$ cat src/rtl/afe_ctrl_consts.svh
`ifndef AFE_CTRL_CONSTS_SVH
`define AFE_CTRL_CONSTS_SVH

// ---------------------------------------------------------------
// Register offsets, reset value and writable bits
// ---------------------------------------------------------------
`define OFS_EN_A     8'h06
`define OFS_EN_B     8'h07
`define OFS_CTRL     8'h08
`define OFS_PIN_MUX  8'h0b
`define OFS_GAS      8'h0c
`define REG_RESET    8'h00
`define WMASK_EN_A   8'h2d
`define WMASK_EN_B   8'h86
`define WMASK_CTRL   8'h3e
`define WMASK_PIN    8'hb7
`define WMASK_GAS    8'hf0

// ---------------------------------------------------------------
// Field positions
// ---------------------------------------------------------------
`define B_RX_ON      5
`define B_PAMP_ON    3
`define B_PGAIN_ON   2
`define B_LEDREG_ON  0
`define B_LED_SEL    7
`define B_LED_GATE   2
`define B_TX_ON      1
`define B_HOSTREG_OFF 5
`define B_BROWN_OFF  4
`define B_HOSTERR_OFF 3
`define B_OT_ON      2
`define B_SOFT_RST   1
`define B_MUX_BYP    7
`define F_MUX_SEL    5:4
`define F_PIN_FN     2:0
`define B_GAS_RO     7
`define B_GAS_RG     6
`define B_GAS_RI     5
`define B_GAS_REF    4

// ---------------------------------------------------------------
// Codes and counts
// ---------------------------------------------------------------
`define MUX_OFF      2'h0
`define PIN_HIZ      3'h0
`define PIN_ERR      3'h2
`define PIN_LED_A    3'h4
`define PIN_LED_B    3'h5
`define BITS_BYTE    4'h8
`define DEV_ADDR     7'h2a
`endif

$ cat src/rtl/afe_ctrl_pkg.sv
package afe_ctrl_pkg;
    // Serial slave phases
    typedef enum logic [2:0] {
        st_idle, st_addr, st_reg, st_wdata, st_ack, st_rdata, st_rack
    } bus_st_t;

    // Synchronised pin group
    typedef struct packed {
        logic host_err;
        logic overtemp;
        logic gpio;
        logic led_pin;
        logic led_b;
        logic led_a;
        logic sda;
        logic scl;
    } pins_t;

    // The five control registers
    typedef struct packed {
        logic [7:0] en_a;
        logic [7:0] en_b;
        logic [7:0] ctrl;
        logic [7:0] pin_mux;
        logic [7:0] gas;
    } ctrl_regs_t;

    // Controls to the analog blocks
    typedef struct packed {
        logic       loop_tx_en;
        logic       loop_rx_en;
        logic       photo_in_amp_en;
        logic       photo_gain_amp_en;
        logic       led_reg_en;
        logic       host_reg_en;
        logic       brownout_mon_en;
        logic [1:0] mux_sel;
        logic       mux_buf_en;
        logic       mux_bypass_sw;
        logic       gas_out_res;
        logic       gas_fb_close;
        logic       gas_in_res;
        logic       gas_ref_int;
        logic       led_a_on;
        logic       led_b_on;
        logic       fault_enter;
        logic       overtemp_error_set;
    } analog_ctl_t;

    // Whole module state
    typedef struct packed {
        pins_t       s1;
        pins_t       s2;
        pins_t       s3;
        pins_t       filt;
        pins_t       filt_d;
        ctrl_regs_t  regs;
        bus_st_t     st;
        logic [3:0]  cnt;
        logic [7:0]  sh;
        logic [7:0]  ptr;
        logic        rw;
        logic        got_reg;
        logic        nack;
        logic        sda_oe;
        logic        gpio_out;
        logic        gpio_oe;
        analog_ctl_t ctl;
    } state_t;
endpackage

$ cat src/rtl/afe_enable_control_regs.sv
`timescale 1ns/1ps
`include "afe_ctrl_consts.svh"

module afe_enable_control_regs
    import afe_ctrl_pkg::*;
(
    // Clock and reset
    input  wire logic        mclk,
    input  wire logic        rst_n,
    // Two-wire serial bus
    input  wire logic        scl_i,
    input  wire logic        sda_i,
    output      logic        sda_o,
    output      logic        sda_oe,
    // Device pins
    input  wire logic        led_a_enable_in,
    input  wire logic        led_b_enable_in,
    input  wire logic        led_enable_in,
    input  wire logic        gpio_i,
    output      logic        gpio_o,
    output      logic        gpio_oe,
    // Events from the analog side
    input  wire logic        overtemp_in,
    input  wire logic        host_reg_pg_err_in,
    // Status and mask from the neighbouring bank
    input  wire logic [7:0]  first_status_reg,
    input  wire logic [7:0]  status_mask,
    // Analog controls
    output      analog_ctl_t ctl
);

    state_t r_r;
    state_t r_nxt;
    pins_t  pins;
    logic   scl_rise;
    logic   scl_fall;
    logic   start_c;
    logic   stop_c;

    // ---------------------------------------------------------------
    // Pin capture
    // ---------------------------------------------------------------
    assign pins.scl      = scl_i;
    assign pins.sda      = sda_i;
    assign pins.led_a    = led_a_enable_in;
    assign pins.led_b    = led_b_enable_in;
    assign pins.led_pin  = led_enable_in;
    assign pins.gpio     = gpio_i;
    assign pins.overtemp = overtemp_in;
    assign pins.host_err = host_reg_pg_err_in;

    // Bus events from filtered lines
    assign scl_rise = r_r.filt.scl & ~r_r.filt_d.scl;
    assign scl_fall = ~r_r.filt.scl & r_r.filt_d.scl;
    assign start_c  = r_r.filt.scl & r_r.filt_d.scl
                      & ~r_r.filt.sda & r_r.filt_d.sda;
    assign stop_c   = r_r.filt.scl & r_r.filt_d.scl
                      & r_r.filt.sda & ~r_r.filt_d.sda;

    // Read multiplexer; unmapped offsets read zero
    function automatic logic [7:0] rd_reg(input ctrl_regs_t g,
                                          input logic [7:0]  a);
        logic [7:0] v;
        v = `REG_RESET;
        case (a)
            `OFS_EN_A:    v = g.en_a;
            `OFS_EN_B:    v = g.en_b;
            `OFS_CTRL:    v = g.ctrl;
            `OFS_PIN_MUX: v = g.pin_mux;
            `OFS_GAS:     v = g.gas;
            default:      v = `REG_RESET;
        endcase
        return v;
    endfunction

    // ---------------------------------------------------------------
    // Next state
    // ---------------------------------------------------------------
    always_comb
    begin
        logic [7:0]  unmasked;
        logic [2:0]  fn;
        logic        sel_led;
        logic [7:0]  rd;
        ctrl_regs_t  g;
        r_nxt    = r_r;
        unmasked = '0;
        fn       = '0;
        sel_led  = 1'b0;
        rd       = '0;
        g        = r_r.regs;

        // Three-stage capture; accept only when stages two and three agree
        r_nxt.s1     = pins;
        r_nxt.s2     = r_r.s1;
        r_nxt.s3     = r_r.s2;
        r_nxt.filt   = (r_r.s2 ~^ r_r.s3) & r_r.s3
                     | (r_r.s2 ^ r_r.s3) & r_r.filt;
        r_nxt.filt_d = r_r.filt;

        // Serial slave; start and stop override any phase
        if (start_c)
        begin
            r_nxt.st      = st_addr;
            r_nxt.cnt     = '0;
            r_nxt.got_reg = 1'b0;
            r_nxt.sda_oe  = 1'b0;
        end
        else if (stop_c)
        begin
            r_nxt.st     = st_idle;
            r_nxt.sda_oe = 1'b0;
        end
        else
        begin
            case (r_r.st)
                st_addr, st_reg, st_wdata:
                begin
                    if (scl_rise)
                    begin
                        r_nxt.sh  = {r_r.sh[6:0], r_r.filt.sda};
                        r_nxt.cnt = r_r.cnt + 4'h1;
                    end
                    else if (scl_fall && r_r.cnt == `BITS_BYTE)
                    begin
                        r_nxt.st     = st_ack;
                        r_nxt.sda_oe = 1'b1;
                        if (r_r.st == st_addr)
                        begin
                            r_nxt.rw = r_r.sh[0];
                            if (r_r.sh[7:1] != `DEV_ADDR)
                            begin
                                r_nxt.st     = st_idle;
                                r_nxt.sda_oe = 1'b0;
                            end
                        end
                        else if (r_r.st == st_reg)
                        begin
                            r_nxt.ptr     = r_r.sh;
                            r_nxt.got_reg = 1'b1;
                        end
                        else
                        begin
                            // Reserved bits stay zero on write
                            case (r_r.ptr)
                                `OFS_EN_A:
                                    g.en_a = r_r.sh & `WMASK_EN_A;
                                `OFS_EN_B:
                                    g.en_b = r_r.sh & `WMASK_EN_B;
                                `OFS_CTRL:
                                    g.ctrl = r_r.sh & `WMASK_CTRL;
                                `OFS_PIN_MUX:
                                    g.pin_mux = r_r.sh & `WMASK_PIN;
                                `OFS_GAS:
                                    g.gas = r_r.sh & `WMASK_GAS;
                                default:
                                    g = r_r.regs;
                            endcase
                            // Soft reset clears the whole bank, itself too
                            if (g.ctrl[`B_SOFT_RST])
                                g = '0;
                            r_nxt.regs = g;
                            r_nxt.ptr  = r_r.ptr + 8'h01;
                        end
                    end
                end
                st_ack:
                begin
                    if (scl_fall)
                    begin
                        r_nxt.cnt    = '0;
                        r_nxt.sda_oe = 1'b0;
                        if (r_r.rw)
                        begin
                            rd           = rd_reg(r_r.regs, r_r.ptr);
                            r_nxt.sh     = rd;
                            r_nxt.sda_oe = ~rd[7];
                            r_nxt.st     = st_rdata;
                        end
                        else if (r_r.got_reg)
                            r_nxt.st = st_wdata;
                        else
                            r_nxt.st = st_reg;
                    end
                end
                st_rdata:
                begin
                    if (scl_fall)
                    begin
                        r_nxt.cnt = r_r.cnt + 4'h1;
                        r_nxt.sh  = {r_r.sh[6:0], 1'b0};
                        if (r_r.cnt == `BITS_BYTE - 4'h1)
                        begin
                            r_nxt.sda_oe = 1'b0;
                            r_nxt.st     = st_rack;
                            r_nxt.ptr    = r_r.ptr + 8'h01;
                        end
                        else
                            r_nxt.sda_oe = ~r_r.sh[6];
                    end
                end
                st_rack:
                begin
                    if (scl_rise)
                        r_nxt.nack = r_r.filt.sda;
                    else if (scl_fall)
                    begin
                        // Host acknowledge continues with the next offset
                        if (r_r.nack)
                            r_nxt.st = st_idle;
                        else
                        begin
                            rd           = rd_reg(r_r.regs, r_r.ptr);
                            r_nxt.sh     = rd;
                            r_nxt.sda_oe = ~rd[7];
                            r_nxt.cnt    = '0;
                            r_nxt.st     = st_rdata;
                        end
                    end
                end
                default:
                    r_nxt.sda_oe = 1'b0;
            endcase
        end

        // Controls follow the registers one cycle after a write
        r_nxt.ctl.loop_rx_en        = r_r.regs.en_a[`B_RX_ON];
        r_nxt.ctl.photo_in_amp_en   = r_r.regs.en_a[`B_PAMP_ON];
        r_nxt.ctl.photo_gain_amp_en = r_r.regs.en_a[`B_PGAIN_ON];
        r_nxt.ctl.led_reg_en        = r_r.regs.en_a[`B_LEDREG_ON];
        r_nxt.ctl.loop_tx_en        = r_r.regs.en_b[`B_TX_ON];
        r_nxt.ctl.host_reg_en  = ~r_r.regs.ctrl[`B_HOSTREG_OFF];
        r_nxt.ctl.brownout_mon_en = ~r_r.regs.ctrl[`B_BROWN_OFF];

        // Mux: buffer or low-resistance switch, only when selected
        r_nxt.ctl.mux_sel = r_r.regs.pin_mux[`F_MUX_SEL];
        r_nxt.ctl.mux_buf_en =
            (r_r.regs.pin_mux[`F_MUX_SEL] != `MUX_OFF)
            & ~r_r.regs.pin_mux[`B_MUX_BYP];
        r_nxt.ctl.mux_bypass_sw =
            (r_r.regs.pin_mux[`F_MUX_SEL] != `MUX_OFF)
            & r_r.regs.pin_mux[`B_MUX_BYP];

        // Gas amplifier switches
        r_nxt.ctl.gas_out_res  = r_r.regs.gas[`B_GAS_RO];
        r_nxt.ctl.gas_fb_close = r_r.regs.gas[`B_GAS_RG];
        r_nxt.ctl.gas_in_res   = r_r.regs.gas[`B_GAS_RI];
        r_nxt.ctl.gas_ref_int  = r_r.regs.gas[`B_GAS_REF];

        // LED enables: gated pin picks source, pin modes OR in
        fn      = r_r.regs.pin_mux[`F_PIN_FN];
        sel_led = r_r.regs.en_b[`B_LED_SEL];
        r_nxt.ctl.led_a_on =
            (r_r.regs.en_b[`B_LED_GATE] & r_r.filt.led_pin
             & ~sel_led & r_r.filt.led_a)
            | ((fn == `PIN_LED_A)
               & (r_r.filt.gpio | r_r.filt.led_a));
        r_nxt.ctl.led_b_on =
            (r_r.regs.en_b[`B_LED_GATE] & r_r.filt.led_pin
             & sel_led & r_r.filt.led_b)
            | ((fn == `PIN_LED_B)
               & (r_r.filt.gpio | r_r.filt.led_b));

        // Fault policy
        r_nxt.ctl.overtemp_error_set =
            r_r.filt.overtemp & r_r.regs.ctrl[`B_OT_ON];
        r_nxt.ctl.fault_enter =
            (r_r.filt.host_err & ~r_r.regs.ctrl[`B_HOSTERR_OFF])
            | (r_r.filt.overtemp & r_r.regs.ctrl[`B_OT_ON]);

        // Multi-purpose pin; reserved codes leave it released
        unmasked = first_status_reg & ~status_mask;
        r_nxt.gpio_oe  = (fn == `PIN_ERR);
        r_nxt.gpio_out = (fn == `PIN_ERR) & (|unmasked);
    end

    // ---------------------------------------------------------------
    // State register
    // ---------------------------------------------------------------
    always_ff @(posedge mclk)
    begin
        if (!rst_n)
        begin
            r_r                     <= '0;
            r_r.s1                  <= '1; // Idle bus lines high
            r_r.s2                  <= '1;
            r_r.s3                  <= '1;
            r_r.filt                <= '1;
            r_r.filt_d              <= '1;
            r_r.st                  <= st_idle;
            r_r.ctl.host_reg_en     <= 1'b1;
            r_r.ctl.brownout_mon_en <= 1'b1;
        end
        else
            r_r <= r_nxt;
    end

    // ---------------------------------------------------------------
    // Outputs, all from flip-flops
    // ---------------------------------------------------------------
    assign sda_o   = r_r.gpio_out & 1'b0; // Open drain: only pulls low
    assign sda_oe  = r_r.sda_oe;
    assign gpio_o  = r_r.gpio_out;
    assign gpio_oe = r_r.gpio_oe;
    assign ctl     = r_r.ctl;

endmodule

$ cat config.mk
export PLATFORM = sky130hd
export DESIGN_NAME = afe_enable_control_regs
export DESIGN_NICKNAME = d
export VERILOG_FILES = /design/src/rtl/afe_ctrl_pkg.sv /design/src/rtl/afe_enable_control_regs.sv
export VERILOG_INCLUDE_DIRS = /design/src /design/src/rtl
export SDC_FILE = /design/constraint.sdc
export NUM_CORES = 1
export LEC_CHECK = 0
export ABC_AREA = 1
export BUFFER_PORTS_ARGS = -buffer_cell sky130_fd_sc_hd__buf_2
export CAP_MARGIN = 10
export CORE_UTILIZATION = 55
export DETAILED_ROUTE_END_ITERATION = 8
export PLACE_DENSITY = 0.8
export RECOVER_POWER = 100
export SLEW_MARGIN = 10
export SYNTH_ARGS = -nofsm -noshare
export SYNTH_HDL_FRONTEND = slang
export SYNTH_SLANG_ARGS = --single-unit
$ cat constraint.sdc
create_clock -name mclk -period 2.25 [get_ports mclk]
set_input_delay 0.1125 -clock mclk [delete_from_list [all_inputs] [get_ports mclk]]
set_output_delay 0.1125 -clock mclk [all_outputs]
set_load 0.01 [all_outputs]
==> impl_metrics.py <==
metrics = {
    "sta": {
        "slew_headroom_pct": 34.7,
        "post-route-period-util_pct": 87.9,
        "skew_ns": 0.00694,
        "fin_tns_setup_ns": 0,
        "setup-violations-final": 0,
        "rsz0062_at_grt": "no",
        "fmax_mhz": 506,
        "hold_viol": 0,
        "slew_violations": 0,
        "fin_crit_ns": 1.98,
        "tightest_slew_ns": 0.980,
    },
    "die": {
        "core_um2": 8220,
        "ioPinCount": 49,
        "die_height_um": 94.0,
        "dieWidth_um": 94.0,
        "dieArea_um2": 8840,
        "start_util_pct": 56.7,
        "rows": 33,
    },
    "worst_setup_path": {
        "cp-end-kind": "flip-flop",
        "path_cells": "inv_1 > nor2_4 > nand2_1 > nor2_4 > nand2_2 > nand2_1 > nand2_1 > inv_2 > o21ai_0 > a21oi_1",
        "crit_path_end": "r_nxt[11]$_SDFFE_PN0P_",
        "path_class": "flip-flop to flip-flop",
        "slowest_stage": "dfxtp_1",
        "rr_worst_depth": 10,
        "worstReg2RegStart": "r_r[28]$_SDFFE_PN0P_",
        "cp-start-kind": "flip-flop",
        "rr_endpoint": "r_nxt[11]$_SDFFE_PN0P_",
        "path_max_fanout": 12,
        "ff2ff_setup_slack_ns": 0.27,
        "required_ns": 2.55,
        "cpMostUsedCell": "nand2_1",
        "crit_path_start": "r_r[28]$_SDFFE_PN0P_",
        "critical_path_arrival_ns": 2.28,
        "cpPeakStageDelay_ns": 0.45,
    },
    "cts": {
        "cts_tree": "done",
        "clkSinkCount": 103,
        "root_buffer": "clkbuf_8",
        "cts_buffers": 9,
        "clockBufferDepth": 2,
        "path_clk_slew_ns": 0.10,
        "h-tree-depth": 3,
        "clock_latency_ns": 0.37,
        "ctsResizeCount": 0,
        "post_cts_buffers": 0,
    },
    "global_route": {
        "grt_pass1_vias": 3534,
        "grt_pass1_wl_mm": 16.1,
        "antenna_found_initial": 0,
        "grt_use_total_pct": 23.4,
        "grt-ovfl-total": 0,
        "grt_start_max_net_pins": 52,
    },
    "logic_synthesis": {
        "synth.most_common_cell": "nand2_1",
        "synthFlopType": "dfxtp_1",
        "async_flop_share_pct": 0,
        "ys_top_cells_by_count": "152 x nand2_1, 103 x dfxtp_1, 76 x inv_1, 57 x nor2_1, 50 x a21oi_1",
        "synth.top_cells.by_area": "dfxtp_1 44%, nand2_1 12%, inv_1 6.1%",
        "synth_fp_nets": 674,
        "synth_cell_types": 36,
        "synthCells": 635,
        "ys_warn_count": 0,
        "synth-seq-cells": 103,
        "yosysTopAreaCell": "dfxtp_1",
        "yosysSeqAreaShare_pct": 44.3,
        "syn-cell-area_um2": 4660,
        "synth_top_area_share_pct": 44.3,
        "avgSynthCellArea_um2": 7.33,
        "synth-edff-count": 0,
    },
    "placed_design": {
        "portBuffers": 47,
        "dpl.cell_count": 752,
        "globalplace.congestion": 0.898,
        "dp.final_hpwl_mm": 7.16,
        "placed_area_um2": 4810,
    },
    "detailed_routing": {
        "wl_per_cell_um": 12.7,
        "routed_wl_mm": 9.85,
        "drc": 0,
        "via_count": 4021,
        "firstDrtPassIters": 5,
        "first_iter_violations": 276,
        "viasPerCell": 5.18,
        "antenna_left": 0,
    },
    "worst_hold_path": {
        "holdCritPathClass": "input pin to flip-flop",
    },
    "run": {
        "cap_violations": 0,
    },
    "power": {
        "p_leak_nw": 2.32,
        "ir_drop_v": 0.000499,
        "p_per_area_nw_per_um2": 796,
    },
    "cells_and_area": {
        "area_delta_synth_final_pct": 8.33,
        "fillers": 765,
        "utilization_pct": 61.4,
        "drive_above_1_share_pct": 11.8,
        "final_cells": 776,
        "final_area_um2": 5040,
        "fin_nets": 705,
        "diodes": 0,
    },
    "outcome": {
        "status": "completed",
    },
}
==> sequential cells by signal (all words and copies together) (netlist names) <==
name,cells
r_nxt,35
r_r,46
sda_oe,1
ctl,19
gpio_oe,1
gpio_o,1
==> worst min path at each step <==
stage	from	end	slack, ns	depth (start not counted)
6_report	status_mask[5]	gpio_o$_SDFF_PN0_	0.16	4
5_1_grt	status_mask[5]	gpio_o$_SDFF_PN0_	0.17	4
2_1_floorplan	scl_i	r_nxt[112]$_SDFF_PN1_	0.22	1
3_5_place_dp	gpio_i	r_nxt[117]$_SDFF_PN1_	0.30	2
3_3_place_gp	sda_i	r_nxt[113]$_SDFF_PN1_	0.30	2
4_1_cts	status_mask[5]	gpio_o$_SDFF_PN0_	0.15	4
==> worst max-delay path: cells and delay by family, from the launching register on <==
| kind | cells | cell delay [ns] |
|---|---|---|
| DFF | 1 | 0.45 |
| AOI/OAI and AO/OA | 2 | 0.25 |
| buffers and inverters | 2 | 0.32 |
| and+or+nand+nor | 6 | 0.89 |
==> final cells by class <==
| type | instances | area [µm²] | area share, % |
|---|---|---|---|
| Timing Repair Buffer | 57 | 300 | 5.95 |
| Multi-Input combinational cell | 415 | 2050 | 40.6 |
| Inverter | 80 | 300 | 5.95 |
| Sequential cell | 103 | 2060 | 40.9 |
| Tap cell | 105 | 131 | 2.60 |
| Clock inverter | 6 | 62.6 | 1.24 |
| Clock buffer | 10 | 138 | 2.73 |
==> metrics by stage <==
| step | worst slack [ns] | total power (W) | hold slack [ns] |
|---|---|---|---|
| floorplan | 0.676 | 0.00268 | 0.219 |
| global placement | 0.447 | 0.00285 | 0.297 |
| detailed placement | 0.413 | 0.00287 | 0.301 |
| CTS | 0.370 | 0.00402 | 0.153 |
| global route | 0.0818 | 0.00423 | 0.171 |
| finish | 0.272 | 0.00402 | 0.156 |
==> per-layer routing <==
metal	vias up	track usage [%]	part of all wire (%)
met4	0	9.49	2.3
met2	129	38.4	47
met3	21	3.72	4.9
met5	-	0	0
met1	1815	30.4	46
li1	2056	-	-
==> logic make-up (layout without fill, tap and decap cells) <==
group                    after synthesis  count (layout)  synth area share (%)
AO/OA/AOI/OAI                         95              95                  11.3
XOR/XNOR                               3               3                 0.564
adder cells (fa/ha/maj)               13              13                  3.49
buffers and inverters                117             153                  11.4
flip-flops                           103             103                  44.3
other                                  1               1                0.0805
AND/OR/NAND/NOR                      303             303                  28.9
==> power breakdown <==
| group | internal, W | switching [W] |
|---|---|---|
| combinational | 0.000270 | 0.000555 |
| sequential | 0.00193 | 0.000103 |
| clock | 0.000462 | 0.000700 |
| total | 0.00266 | 0.00136 |
==> cell usage in the layout, fill, tap and decap left out, types with 2 or more instances in the layout <==
cell / count
a21oi_1: 50
a22oi_1: 8
buf_2: 25
clkbuf_1: 22
clkbuf_8: 10
clkinv_4: 2
dfxtp_1: 103
dlygate4sd3_1: 8
ha_1: 13
inv_1: 78
inv_6: 2
nand2_1: 155
nand2_2: 2
nand3_1: 40
nand3_2: 2
nand3b_1: 2
nand4_1: 9
nor2_1: 58
nor2_2: 2
nor2_4: 3
nor3_1: 4
o211ai_1: 2
o21ai_0: 26
o22ai_1: 4
or2_2: 24
xor2_1: 2
==> repair_timing <==
item,in CTS,in global routing
setup endpoints to repair,0,0
hold buffers,8,0
hold endpoints to repair,8,0
Power figures use the tool's default switching activity.
